==> config.mk <==
export PLATFORM = sky130hd
export DESIGN_NAME = mrp_top
export DESIGN_NICKNAME = d
export VERILOG_FILES = /design/src/rtl/mrp_pkg.sv /design/src/rtl/mrp_region_match.sv /design/src/rtl/mrp_apb_regs.sv /design/src/rtl/mrp_top.sv
export SDC_FILE = /design/constraint.sdc
export NUM_CORES = 1
export LEC_CHECK = 0
export BUFFER_PORTS_ARGS = -buffer_cell sky130_fd_sc_hd__buf_2
export CAP_MARGIN = 20
export CELL_PAD_IN_SITES_DETAIL_PLACEMENT = 0
export CELL_PAD_IN_SITES_GLOBAL_PLACEMENT = 1
export CORE_AREA = 3 3 288 290
export CTS_CLUSTER_SIZE = 12
export DETAILED_ROUTE_END_ITERATION = 16
export DIE_AREA = 0 0 291 293
export PLACE_DENSITY = 0.84
export RECOVER_POWER = 100
export SLEW_MARGIN = 25
export SYNTH_ARGS = -nofsm -noshare
export SYNTH_HDL_FRONTEND = slang
export SYNTH_SLANG_ARGS = --single-unit
export TNS_END_PERCENT = 5
==> constraint.sdc <==
create_clock -name pclk -period 5.21 [get_ports pclk]
set_input_delay 0.7815 -clock pclk [delete_from_list [all_inputs] [get_ports pclk]]
set_output_delay 0.7815 -clock pclk [all_outputs]
set_load 0.05 [all_outputs]
==> src/rtl/mrp_pkg.sv <==
// package: constants, register map and types of the memory region protection unit
//
// Notes on behaviour
// - protection off: default map applies, no fault is ever raised
// - protection on: violating an enabled matching region raises a fault
// - privileged-default option: privileged access hitting no region uses default map
// - protection on, no option, no enabled region: accesses fault
// - fault-handler option keeps checks in hard fault/NMI, else default map
// - a readable register reports the total number of regions supported
// - eight independently configurable regions are provided
// - disabling a region keeps base, size and permissions for re-enable
// - an enabled region applies its permissions; violations fault
// - size code encodes 32 bytes up to 4 GB, one code per doubling
// - execute-never bit set: fetches fault, data accesses unaffected
// - six read/write combinations, checked separately for privileged and user
// - eight equal sub-regions each with a disable bit excluding it from match
// - sub-region disables apply only to regions of 256 bytes or more
// - address in disabled sub-region is treated as outside that region
// - enable bit is written together with the region attributes
// - region readback returns base, attributes and enable in writable form
package mrp_pkg;

  localparam int unsigned MRP_REGIONS = 8;

  // register byte offsets
  localparam logic [11:0] MRP_OFF_CTRL = 12'h000;
  localparam logic [11:0] MRP_OFF_COUNT = 12'h004;
  localparam logic [11:0] MRP_OFF_SELECT = 12'h008;
  localparam logic [11:0] MRP_OFF_BASE = 12'h00C;
  localparam logic [11:0] MRP_OFF_ATTR = 12'h010;
  localparam logic [11:0] MRP_OFF_STATUS = 12'h014;
  localparam logic [11:0] MRP_OFF_FADDR = 12'h018;

  // control register fields
  localparam int unsigned MRP_CTRL_ENABLE_BIT = 0;
  localparam int unsigned MRP_CTRL_PRIVDEF_BIT = 1;
  localparam int unsigned MRP_CTRL_HFNMI_BIT = 2;

  // attribute register fields
  localparam int unsigned MRP_ATTR_ACTIVE_BIT = 0;
  localparam int unsigned MRP_ATTR_SIZE_LSB = 1;
  localparam int unsigned MRP_ATTR_SUB_LSB = 8;
  localparam int unsigned MRP_ATTR_PERM_LSB = 24;
  localparam int unsigned MRP_ATTR_XN_BIT = 28;

  // size code n gives 2^(n+1) bytes: 4 is 32 bytes, 31 is 4 GB
  localparam logic [4:0] MRP_SIZE_MIN = 5'h04;
  localparam logic [4:0] MRP_SIZE_MAX = 5'h1F;
  localparam logic [4:0] MRP_SIZE_SUB_MIN = 5'h07;
  localparam logic [4:0] MRP_SIZE_RESET = 5'h04;

  // read/write permission codes, privileged then user
  localparam logic [2:0] MRP_PERM_NO_NO = 3'h0;
  localparam logic [2:0] MRP_PERM_RW_NO = 3'h1;
  localparam logic [2:0] MRP_PERM_RW_RO = 3'h2;
  localparam logic [2:0] MRP_PERM_RW_RW = 3'h3;
  localparam logic [2:0] MRP_PERM_RO_NO = 3'h5;
  localparam logic [2:0] MRP_PERM_RO_RO = 3'h6;

  typedef struct packed {
    logic [31:0] base;
    logic [4:0] size;
    logic [7:0] sub_off;
    logic [2:0] perm;
    logic exec_forbidden;
    logic active;
  } mrp_region_t;

  typedef struct packed {
    logic valid;
    logic [31:0] addr;
    logic write;
    logic fetch;
    logic priv;
    logic handler;
  } mrp_access_t;

  typedef struct packed {
    logic enable;
    logic privileged_default_map_option;
    logic fault_handler_protect_option;
  } mrp_ctrl_t;

  typedef enum logic [1:0] {
    MRP_RES_DEFAULT,
    MRP_RES_REGION,
    MRP_RES_FAULT
  } mrp_result_t;

endpackage

==> src/rtl/mrp_region_match.sv <==
// one region's address match and permission evaluation
`timescale 1ns/1ps
module mrp_region_match (
  input wire mrp_pkg::mrp_region_t region,
  input wire mrp_pkg::mrp_access_t acc,
  output logic hit,
  output logic allowed
);

  logic [31:0] mask;
  logic [2:0] sub_idx;
  logic sub_disabled;
  logic rd_ok;
  logic wr_ok;

  always_comb begin
    mask = ~((32'h0000_0002 << region.size) - 32'h0000_0001);
    if (region.size == mrp_pkg::MRP_SIZE_MAX) begin
      mask = 32'h0000_0000;
    end
    // eighth of region selected by top three in-region bits
    sub_idx = 3'(acc.addr >> (region.size - 5'h02));
    sub_disabled = (region.size >= mrp_pkg::MRP_SIZE_SUB_MIN) && region.sub_off[sub_idx];
    // inactive region keeps its fields but never hits
    hit = region.active && ((acc.addr & mask) == (region.base & mask)) && !sub_disabled;
    // privileged and user rights checked separately
    rd_ok = 1'b0;
    wr_ok = 1'b0;
    case (region.perm)
      mrp_pkg::MRP_PERM_RW_NO: begin
        rd_ok = acc.priv;
        wr_ok = acc.priv;
      end
      mrp_pkg::MRP_PERM_RW_RO: begin
        rd_ok = 1'b1;
        wr_ok = acc.priv;
      end
      mrp_pkg::MRP_PERM_RW_RW: begin
        rd_ok = 1'b1;
        wr_ok = 1'b1;
      end
      mrp_pkg::MRP_PERM_RO_NO: begin
        rd_ok = acc.priv;
      end
      mrp_pkg::MRP_PERM_RO_RO: begin
        rd_ok = 1'b1;
      end
      default: begin
        rd_ok = 1'b0;
      end
    endcase
    allowed = (acc.write ? wr_ok : rd_ok) && !(acc.fetch && region.exec_forbidden);
  end

endmodule

==> src/rtl/mrp_apb_regs.sv <==
// apb slave holding global control and the eight region configurations
`timescale 1ns/1ps
module mrp_apb_regs #(
  parameter int unsigned REGIONS = mrp_pkg::MRP_REGIONS
) (
  input wire logic pclk,
  input wire logic presetn,
  input wire logic psel,
  input wire logic penable,
  input wire logic pwrite,
  input wire logic [11:0] paddr,
  input wire logic [31:0] pwdata,
  output logic [31:0] prdata,
  output logic pready,
  output logic pslverr,
  input wire logic [31:0] stat_word,
  input wire logic [31:0] fault_addr,
  output mrp_pkg::mrp_ctrl_t ctrl,
  output mrp_pkg::mrp_region_t [REGIONS-1:0] regions
);

  localparam int unsigned SELW = $clog2(REGIONS);

  mrp_pkg::mrp_ctrl_t ctrl_q, ctrl_d;
  mrp_pkg::mrp_region_t [REGIONS-1:0] rgn_q, rgn_d;
  logic [SELW-1:0] sel_q, sel_d;
  logic [31:0] rdata_q, rdata_d;
  logic wr_en;
  logic rd_en;
  logic known;
  mrp_pkg::mrp_region_t cur;
  logic [31:0] attr_word;

  assign wr_en = psel && penable && pwrite;
  assign rd_en = psel && penable && !pwrite;
  assign pready = 1'b1;
  assign ctrl = ctrl_q;
  assign regions = rgn_q;
  assign prdata = rdata_q;

  always_comb begin
    known = 1'b1;
    case (paddr)
      mrp_pkg::MRP_OFF_CTRL, mrp_pkg::MRP_OFF_COUNT, mrp_pkg::MRP_OFF_SELECT,
      mrp_pkg::MRP_OFF_BASE, mrp_pkg::MRP_OFF_ATTR, mrp_pkg::MRP_OFF_STATUS,
      mrp_pkg::MRP_OFF_FADDR: known = 1'b1;
      default: known = 1'b0;
    endcase
  end
  assign pslverr = psel && penable && !known;

  always_comb begin
    cur = rgn_q[sel_q];
    // readback packs attributes in the write layout
    attr_word = 32'h0000_0000;
    attr_word[mrp_pkg::MRP_ATTR_ACTIVE_BIT] = cur.active;
    attr_word[mrp_pkg::MRP_ATTR_SIZE_LSB +: 5] = cur.size;
    attr_word[mrp_pkg::MRP_ATTR_SUB_LSB +: 8] = cur.sub_off;
    attr_word[mrp_pkg::MRP_ATTR_PERM_LSB +: 3] = cur.perm;
    attr_word[mrp_pkg::MRP_ATTR_XN_BIT] = cur.exec_forbidden;
  end

  always_comb begin
    ctrl_d = ctrl_q;
    rgn_d = rgn_q;
    sel_d = sel_q;
    rdata_d = rdata_q;
    if (wr_en) begin
      case (paddr)
        mrp_pkg::MRP_OFF_CTRL: begin
          ctrl_d.enable = pwdata[mrp_pkg::MRP_CTRL_ENABLE_BIT];
          ctrl_d.privileged_default_map_option = pwdata[mrp_pkg::MRP_CTRL_PRIVDEF_BIT];
          ctrl_d.fault_handler_protect_option = pwdata[mrp_pkg::MRP_CTRL_HFNMI_BIT];
        end
        mrp_pkg::MRP_OFF_SELECT: sel_d = pwdata[SELW-1:0];
        mrp_pkg::MRP_OFF_BASE: rgn_d[sel_q].base = pwdata;
        mrp_pkg::MRP_OFF_ATTR: begin
          // enable bit written with the attributes
          rgn_d[sel_q].active = pwdata[mrp_pkg::MRP_ATTR_ACTIVE_BIT];
          // size codes below 32 bytes clamp to the smallest
          if (pwdata[mrp_pkg::MRP_ATTR_SIZE_LSB +: 5] < mrp_pkg::MRP_SIZE_MIN) begin
            rgn_d[sel_q].size = mrp_pkg::MRP_SIZE_MIN;
          end else begin
            rgn_d[sel_q].size = pwdata[mrp_pkg::MRP_ATTR_SIZE_LSB +: 5];
          end
          rgn_d[sel_q].sub_off = pwdata[mrp_pkg::MRP_ATTR_SUB_LSB +: 8];
          rgn_d[sel_q].perm = pwdata[mrp_pkg::MRP_ATTR_PERM_LSB +: 3];
          rgn_d[sel_q].exec_forbidden = pwdata[mrp_pkg::MRP_ATTR_XN_BIT];
        end
        default: begin
        end
      endcase
    end
    if (psel && !penable && !pwrite) begin
      case (paddr)
        mrp_pkg::MRP_OFF_CTRL: rdata_d = {29'h0, ctrl_q.fault_handler_protect_option,
                                          ctrl_q.privileged_default_map_option, ctrl_q.enable};
        mrp_pkg::MRP_OFF_COUNT: rdata_d = 32'(REGIONS);
        mrp_pkg::MRP_OFF_SELECT: rdata_d = 32'(sel_q);
        mrp_pkg::MRP_OFF_BASE: rdata_d = cur.base;
        mrp_pkg::MRP_OFF_ATTR: rdata_d = attr_word;
        mrp_pkg::MRP_OFF_STATUS: rdata_d = stat_word;
        mrp_pkg::MRP_OFF_FADDR: rdata_d = fault_addr;
        default: rdata_d = 32'h0000_0000;
      endcase
    end
  end

  always_ff @(posedge pclk or negedge presetn) begin
    if (!presetn) begin
      ctrl_q <= '0;
      sel_q <= '0;
      rdata_q <= 32'h0000_0000;
      for (int i = 0; i < REGIONS; i++) begin
        rgn_q[i] <= '{base: 32'h0000_0000, size: mrp_pkg::MRP_SIZE_RESET, sub_off: 8'h00,
                      perm: mrp_pkg::MRP_PERM_NO_NO, exec_forbidden: 1'b0, active: 1'b0};
      end
    end else begin
      ctrl_q <= ctrl_d;
      rgn_q <= rgn_d;
      sel_q <= sel_d;
      rdata_q <= rdata_d;
    end
  end

  logic unused_rd;
  assign unused_rd = rd_en;

endmodule

==> src/rtl/mrp_top.sv <==
// memory region protection unit: access checker with apb configuration
`timescale 1ns/1ps
module mrp_top #(
  parameter int unsigned REGIONS = mrp_pkg::MRP_REGIONS
) (
  input wire logic pclk,
  input wire logic presetn,
  input wire logic psel,
  input wire logic penable,
  input wire logic pwrite,
  input wire logic [11:0] paddr,
  input wire logic [31:0] pwdata,
  output logic [31:0] prdata,
  output logic pready,
  output logic pslverr,
  input wire mrp_pkg::mrp_access_t acc,
  output logic fault,
  output logic use_default_map,
  output logic [2:0] hit_region
);

  // hit_region is three bits wide and the select register needs at least one bit
  if (REGIONS < 2 || REGIONS > 8) begin : g_bad_regions
    $error("REGIONS must be 2..8");
  end

  mrp_pkg::mrp_ctrl_t ctrl;
  mrp_pkg::mrp_region_t [REGIONS-1:0] regions;
  logic [REGIONS-1:0] hit;
  logic [REGIONS-1:0] allowed;
  mrp_pkg::mrp_result_t res;
  logic win_ok;
  logic any_hit;
  logic [2:0] win;
  logic checking;
  logic fault_q, fault_d;
  logic dflt_q, dflt_d;
  logic [2:0] win_q, win_d;
  logic sticky_q, sticky_d;
  logic [31:0] faddr_q, faddr_d;

  mrp_apb_regs #(.REGIONS(REGIONS)) u_regs (
    .pclk(pclk),
    .presetn(presetn),
    .psel(psel),
    .penable(penable),
    .pwrite(pwrite),
    .paddr(paddr),
    .pwdata(pwdata),
    .prdata(prdata),
    .pready(pready),
    .pslverr(pslverr),
    .stat_word({28'h0, win_q, sticky_q}),
    .fault_addr(faddr_q),
    .ctrl(ctrl),
    .regions(regions)
  );

  for (genvar g = 0; g < REGIONS; g++) begin : g_rgn
    mrp_region_match u_match (
      .region(regions[g]),
      .acc(acc),
      .hit(hit[g]),
      .allowed(allowed[g])
    );
  end

  always_comb begin
    any_hit = 1'b0;
    win = 3'h0;
    win_ok = 1'b0;
    for (int i = 0; i < REGIONS; i++) begin
      if (hit[i]) begin
        any_hit = 1'b1;
        win = 3'(i);
        win_ok = allowed[i];
      end
    end
    // handlers bypass checks unless option set
    checking = ctrl.enable && !(acc.handler && !ctrl.fault_handler_protect_option);
    if (!checking) begin
      // off means default map, never fault
      res = mrp_pkg::MRP_RES_DEFAULT;
    end else if (any_hit) begin
      res = win_ok ? mrp_pkg::MRP_RES_REGION : mrp_pkg::MRP_RES_FAULT;
    end else if (acc.priv && ctrl.privileged_default_map_option) begin
      // privileged miss falls back to default map
      res = mrp_pkg::MRP_RES_DEFAULT;
    end else begin
      res = mrp_pkg::MRP_RES_FAULT;
    end
  end

  always_comb begin
    fault_d = 1'b0;
    dflt_d = dflt_q;
    win_d = win_q;
    sticky_d = sticky_q;
    faddr_d = faddr_q;
    if (acc.valid) begin
      fault_d = (res == mrp_pkg::MRP_RES_FAULT);
      dflt_d = (res == mrp_pkg::MRP_RES_DEFAULT);
      win_d = win;
    end
    // sticky record of the first fault; cleared by reading nothing, held for software
    if (acc.valid && res == mrp_pkg::MRP_RES_FAULT && !sticky_q) begin
      sticky_d = 1'b1;
      faddr_d = acc.addr;
    end
    if (psel && penable && pwrite && paddr == mrp_pkg::MRP_OFF_STATUS && pwdata[0]) begin
      // a new fault in the same cycle wins over the clear
      sticky_d = fault_d;
      if (fault_d) begin
        faddr_d = acc.addr;
      end
    end
  end

  always_ff @(posedge pclk or negedge presetn) begin
    if (!presetn) begin
      fault_q <= 1'b0;
      dflt_q <= 1'b1;
      win_q <= 3'h0;
      sticky_q <= 1'b0;
      faddr_q <= 32'h0000_0000;
    end else begin
      fault_q <= fault_d;
      dflt_q <= dflt_d;
      win_q <= win_d;
      sticky_q <= sticky_d;
      faddr_q <= faddr_d;
    end
  end

  // verdict is registered: one cycle after the access is presented
  assign fault = fault_q;
  assign use_default_map = dflt_q;
  assign hit_region = win_q;

endmodule

Word-level counts from Yosys, hierarchy flattened
Index checks and enable logic that the tools add are counted.
{ "word_totals": {"reg_bits": 476, "elab_cells": 411} }
{ "classes": {"addsub": 16, "magnitude_cmp": 19, "n_eq_ne": 63, "shifts": 16, "mux": 108, "n_bitwise": 24, "n_reduce_logical": 107} }
{ "ops": {"columns": ["op", "n"], "rows": [
  ["$bwmux 400", 7],
  ["$mux 400", 3],
  ["$demux 50 s3", 6],
  ["$pmux 400 s2", 1],
  ["$and 32x32->32", 16],
  ["$mux 32", 11],
  ["$eq 32x32->1", 8],
  ["$not 32->32", 8],
  ["$shl 2x5->32 const A", 8],
  ["$shr 32x5->3", 8],
  ["$sub 32x1->32 const B", 8],
  ["$pmux 32 s7", 1],
  ["$bmux 50 s3", 1],
  ["$mux 50", 2],
  ["$logic_and 1x1->1", 53],
  ["$eq 3x2->1 const B", 16],
  ["$eq 3x3->1 const B", 16],
  ["$eq 5x5->1 const B", 8],
  ["$ge 5x3->1 const B", 8],
  ["$sub 5x2->5 const B", 8],
  ["$mux 1", 38],
  ["$eq 12x5->1 const B", 3],
  ["$lt 3x4->1 const B", 9],
  ["$pmux 1 s2", 16],
  ["other kinds (20)", 90]
]} }

Depth between registers and ports, before layout
{ "logic_depth": {"depth_word": 25, "mapped_depth": 24} }

By module
From an unflattened synthesis, not the netlist that was laid out.
{ "unflattened": {"cells_unflattened": 3635, "hier_area_um2": 37130.6} }
{ "by_module_without_submodules": {"columns": ["module", "n_inst", "cells_each", "area_each_um2", "seq_area_each_um2"], "rows": [
  ["mrp_apb_regs", 1, 1514, 20119.3, 10970.5],
  ["mrp_region_match", 8, 250, 1908.1, 0.0],
  ["mrp_top", 1, 121, 1746.7, 952.2]
]} }

Least setup slack after synthesis
No wires, ideal clock.
{ "synth_path": {"path_kind": "register -> register", "start": "register u_regs.rgn_q (netlist bit u_regs.regions[263])", "end": "register faddr_q[10]", "setup_time_ps": 125, "arrival_ps": 4881, "required_ps": 5085, "setup_slack_ps": 204, "stages_incl_launch_ff": 24, "path_buffers": 8, "period_less_slack_ps": 5006, "cell_sequence": "dfrtp_1 buf_6 buf_6 buf_6 buf_2 buf_2 buf_2 nor2_1 nand2_1 ha_1 clkbuf_1 or3b_2 a21oi_1 o22ai_1 a2111o_1 or4_1 o22ai_2 o311ai_4 o31a_1 a2111oi_2 a21oi_1 nand4b_4 buf_8 mux2_4"} }
{ "synth_via": {"elab_chain_len": 20, "word_cells_on_any_way": 33, "cone_classes": "add/sub: 2; order compare: 1; eq/ne: 3; shift: 2; mux: 16; bitwise: 3; reduce/logical: 6"} }
{ "synth_rtl": {"columns": ["item", "line_no", "text"], "rows": [
  ["start: declaration", "mrp_apb_regs.sv:25", "mrp_pkg::mrp_region_t [REGIONS-1:0] rgn_q, rgn_d;"],
  ["start signal: indexed assignment", "mrp_apb_regs.sv:115", "rgn_q[i] <= '{base: 32'h0000_0000, size: mrp_pkg::MRP_SIZE_RESET, sub_off: 8'h00,"],
  ["start signal: assignment", "mrp_apb_regs.sv:120", "rgn_q <= rgn_d;"],
  ["$shl 2x5->32", "mrp_region_match.sv:17", "mask = ~((32'h0000_0002 << region.size) - 32'h0000_0001);"],
  ["$sub 32x1->32", "mrp_region_match.sv:17", null],
  ["$not 32->32", "mrp_region_match.sv:17", null],
  ["$mux 32", "mrp_region_match.sv:18", "if (region.size == mrp_pkg::MRP_SIZE_MAX) begin"],
  ["$and 32x32->32", "mrp_region_match.sv:25", "hit = region.active && ((acc.addr & mask) == (region.base & mask)) && !sub_disabled;"],
  ["$eq 32x32->1", "mrp_region_match.sv:25", null],
  ["$logic_and 1x1->1", "mrp_region_match.sv:25", null],
  ["$logic_and 1x1->1 *", "mrp_region_match.sv:25", null],
  ["[... 4 more ...]", null, null],
  ["$mux 2 *", "mrp_top.sv:84", "end else if (any_hit) begin"],
  ["$mux 2 *", "mrp_top.sv:81", "if (!checking) begin"],
  ["$eq 2x2->1 *", "mrp_top.sv:101, mrp_top.sv:106", null],
  ["$logic_and 1x1->1 (2 in a row)", "mrp_top.sv:106", "if (acc.valid && res == mrp_pkg::MRP_RES_FAULT && !sticky_q) begin"],
  ["$mux 32", "mrp_top.sv:106", null],
  ["$mux 32", "mrp_top.sv:113", "if (fault_d) begin"],
  ["$mux 32 *", "mrp_top.sv:110", "if (psel && penable && pwrite && paddr == mrp_pkg::MRP_OFF_STATUS && pwdata[0]) begin"],
  ["net faddr_d[10]", "mrp_top.sv:40", "logic [31:0] faddr_q, faddr_d;"],
  ["end signal: assignment", "mrp_top.sv:131", "faddr_q <= faddr_d;"],
  ["end: declaration", "mrp_top.sv:40", null]
]} }
Mark *: on every way through the listed nets, which the timed path passes. The rest lies on a longest branch. The select of a mux whose other input is x is not followed.
A chain may end at the register's enable or synchronous reset.

Worst setup path after layout
{ "layout_path": {"start": "register u_regs.sel_q[1]", "end": "register u_regs.rdata_q[3], in the netlist u_regs.prdata[3]"} }
{ "layout_via": {"elab_chain_len": 3} }
{ "layout_rtl": {"columns": ["item", "line_no", "text"], "rows": [
  ["start: declaration", "mrp_apb_regs.sv:26", "logic [SELW-1:0] sel_q, sel_d;"],
  ["start signal: assignment", "mrp_apb_regs.sv:121", "sel_q <= sel_d;"],
  ["$bmux 50 s3", "mrp_apb_regs.sv:53", "cur = rgn_q[sel_q];"],
  ["$mux 50 (implied by the code)", "mrp_apb_regs.sv:53", null],
  ["$pmux 32 s7", "mrp_apb_regs.sv:95", "case (paddr)"],
  ["end signal: assignment", "mrp_apb_regs.sv:122", "rdata_q <= rdata_d;"],
  ["end: declaration", "mrp_apb_regs.sv:27", "logic [31:0] rdata_q, rdata_d;"]
]} }
No other way between the ends. The select of a mux whose other input is x is not followed.

==> qor.csv <==
stage,metric,value,unit
clocking,clk_pin_slew,0.06,ns
yosys,synth_fp_nets,3908,
floorplanning,die_y,293,um
global_route,gr-usage-all-layers,0.3968,
critical_path,crit_path_max_fanout,25,
detailed_routing,first_pass_iters,8,
hold_path,hold_path_end,hit_region[0],
yosys,ys_warn_count,0,
critical_path,end_kind,flip-flop,
global_route,grt_first_pass_wirelength,246400,um
sta,min_period,5.034,ns
clocking,cts_root_buffer,clkbuf_16,
critical_path,crit_path_top_delay_cell,nor4_1,
detailed_routing,drt-total-wl,175100,um
critical_path,r2r_cells,6,
global_route,grt_max_degree,107,
layout,n_fill_cell,7585,
detailed_routing,first_iter_violations,5157,
critical_path,cp_cell_sequence,or3_1 > clkbuf_1 > o22ai_1 > nor4_1 > a221oi_1 > a21oi_1,
yosys,synth.distinct_cells,106,
hold_path,min_from,acc[36],
critical_path,crit_buf_inv,1,
yosys,async_reset_ff_frac,1.000,
floorplanning,start_util,0.4497,
power,peakVddDrop,0.2985,mV
global_route,grt_overflow_total,0,
critical_path,max_stage_delay,1.36,ns
clocking,ctsLongestPathBuffers,3,
global_route,grt_use_met1,0.4933,
detailed_routing,drc,0,
placed_design,hpwl,128800,um
critical_path,r2r_end,u_regs.prdata[3],
sta,worst_slew_pin_slew,2.881,ns
run_status,failed_checks,"capacitance limit, slew limit",
hold_path,holdPathStages,2,
floorplanning,core_area,80550,um^2
critical_path,cp_top_family,simple AND/OR/NAND/NOR gates,
run_status,status,"finished, violations left",
sta,finalCritPeriodShare,0.9662,
power,p_leak,17.47,nW
yosys,synth_cells,3798,
floorplanning,fp.dieArea,85260,um^2
placed_design,io_buffer_count,123,
sta,hold_viol,0,
placed_design,place.gp.congestion,1.142,
sta,fmax,198.7,MHz
clocking,cts_tree,done,
yosys,synth_top_area_cell,dfrtp_1,
hold_path,hold_path_class,input port to flip-flop,
global_route,grt_antenna_before_repair,11,
clocking,cts.sinks,476,
floorplanning,die_x,291,um
yosys,synth-seq-cells,476,
yosys,synth_edf_count,0,
clocking,cts_buffers,53,
critical_path,cp-start-kind,flip-flop,
detailed_routing,ant_nets,0,
sta,setup_violations,0,
layout,final_nets,3953,
yosys,yosysTopAreaCellShare,0.3226,
global_route,grt_busiest_layer,met2,
layout,multiInputGateArea,22390,um^2
layout,seqCellArea,11940,um^2
sta,drv_slew,625,
sta,timing.hold.ws,0.4687,ns
critical_path,crit_type,flip-flop to flip-flop,
clocking,cts_htree_levels,2,
clocking,cts_hold_buf,0,
sta,skew,0.04878,ns
detailed_routing,avgRoutedWirePerCell,35.38,um
sta,relSlewSlack,-0.9207,
layout,area_delta_synth_final,12.02,%
clocking,postCtsSetupBuffers,0,
power,power.density,221.6,nW/um^2
critical_path,r2r_start,u_regs.sel_q[1],
detailed_routing,vias,34967,
sta,fin_tns_setup,0,ns
global_route,gr-usage-met3,0.1754,
layout,drive_above_1_share,0.2492,
yosys,synthTopCellsByArea,"dfrtp_1 (32%), mux4_2 (10%), mux2_2 (8.8%)",
critical_path,cp.arrival,5.60,ns
yosys,synth_area,36220,um^2
clocking,clk_latency,0.65,ns
critical_path,rrSetupSlack,0.18,ns
yosys,ys_seq_area_frac,0.3292,
critical_path,required,5.78,ns
sta,rsz0062_at_grt,no,
global_route,met2_usage,0.5580,
clocking,cts_resized,0,
yosys,synth.avg_cell_area,9.537,um^2
global_route,grt_pass1_vias,32788,
yosys,ys.flop_type,dfrtp_1,
floorplanning,ios,125,
job,drv_cap,21,
floorplanning,num_rows,104,
detailed_routing,vias_per_cell,7.065,
metal layers:
| layer | routed length, um | part of all wire | vias up |
|---|---|---|---|
| met3 | 27390 | 0.16 | 675 |
| met5 | 48 | 0.00027 | - |
| met4 | 15400 | 0.088 | 8 |
| li1 | - | - | 14260 |
| met1 | 62060 | 0.35 | 17161 |
| met2 | 70200 | 0.40 | 2863 |
power by group:
group          leakage (nW)  internal (mW)  total [mW]  switching (mW)
Combinational          10.1          0.340        1.19           0.848
Clock                 0.888           2.32        4.04            1.72
Sequential             6.47           3.74        3.76          0.0254
Total                  17.5           6.39        8.99            2.60
kinds of logic after synthesis:
group	Yosys count	synth area share
simple gates	1044	0.1371
compound gates	907	0.1680
mux	597	0.2353
flops	476	0.3292
buf+inv	468	0.05378
xor+xnor	279	0.06767
fa+ha+maj	26	0.008843
other cells	1	0.0001035
how the worst max path moves through the flow:
stage | start | to | slack (ns) | depth (start not counted)
6_report | u_regs.sel_q[1] | u_regs.prdata[3] | 0.18 | 6
5_1_grt | u_regs.regions[215] | faddr_q[20] | 0.005 | 18
4_1_cts | u_regs.regions[365] | faddr_q[12] | 0.15 | 18
3_5_place_dp | u_regs.regions[365] | faddr_q[18] | 0.20 | 18
3_3_place_gp | u_regs.regions[314] | faddr_q[20] | 0.24 | 18
2_1_floorplan | u_regs.regions[263] | faddr_q[10] | 0.20 | 23
final cells by class:
| cell class | instances | share of cell area |
|---|---|---|
| tap | 1060 | 0.03269 |
| sequential | 476 | 0.2942 |
| inverter | 57 | 0.005273 |
| clock buffer | 82 | 0.03932 |
| clock inverter | 14 | 0.005828 |
| antenna | 5 | 0.0003084 |
| multi-input combinational | 2854 | 0.5519 |
| timing repair buffer | 401 | 0.07055 |
state kept, by name, summed over array words and instances, names as in the netlist:
name	flops
faddr_q	32
fault	1
hit_region	3
sticky_q	1
u_regs.ctrl	3
u_regs.prdata	32
u_regs.regions	400
u_regs.sel_q	3
use_default_map	1
synth_stat cells, types with 69 or more instances:
library cell and n:
mux2i_1 120, xor2_1 143, nor4_1 69, nand2_1 491
nor2_1 161, o21ai_0 164, o22ai_1 214, mux2_2 283
clkbuf_1 270, dfrtp_1 467, a21oi_1 142, mux4_2 162
xnor2_1 135
layout by cell type (no fill, tap or decap), drive strengths merged, types with 45 or more instances in the layout:
master  netlist  routed
nand2       492     492
dfrtp       467     467
buf         141     334
mux2        314     314
o22ai       215     215
o21ai       165     165
mux4        163     163
nor2        161     161
clkbuf      270     149
xor2        144     144
a21oi       143     143
xnor2       135     135
mux2i       120     120
nor4         72      72
nand3        59      59
inv          48      51
nor3         45      45
through the flow:
step                  util  setup slack, ns  area, um^2  power, mW  cells
global route        0.5036         0.004656       40570      9.149   4945
floorplan                -           0.2040       36220      4.421   3798
finish              0.5037           0.1763       40580      8.992   4949
detailed placement  0.4841           0.2016       39000      4.977   4847
global placement    0.4841           0.2367       38990      4.972   4847
CTS                 0.5069           0.1474       40830      8.941   4943
Note: power is estimated with default switching activity, not from simulation.
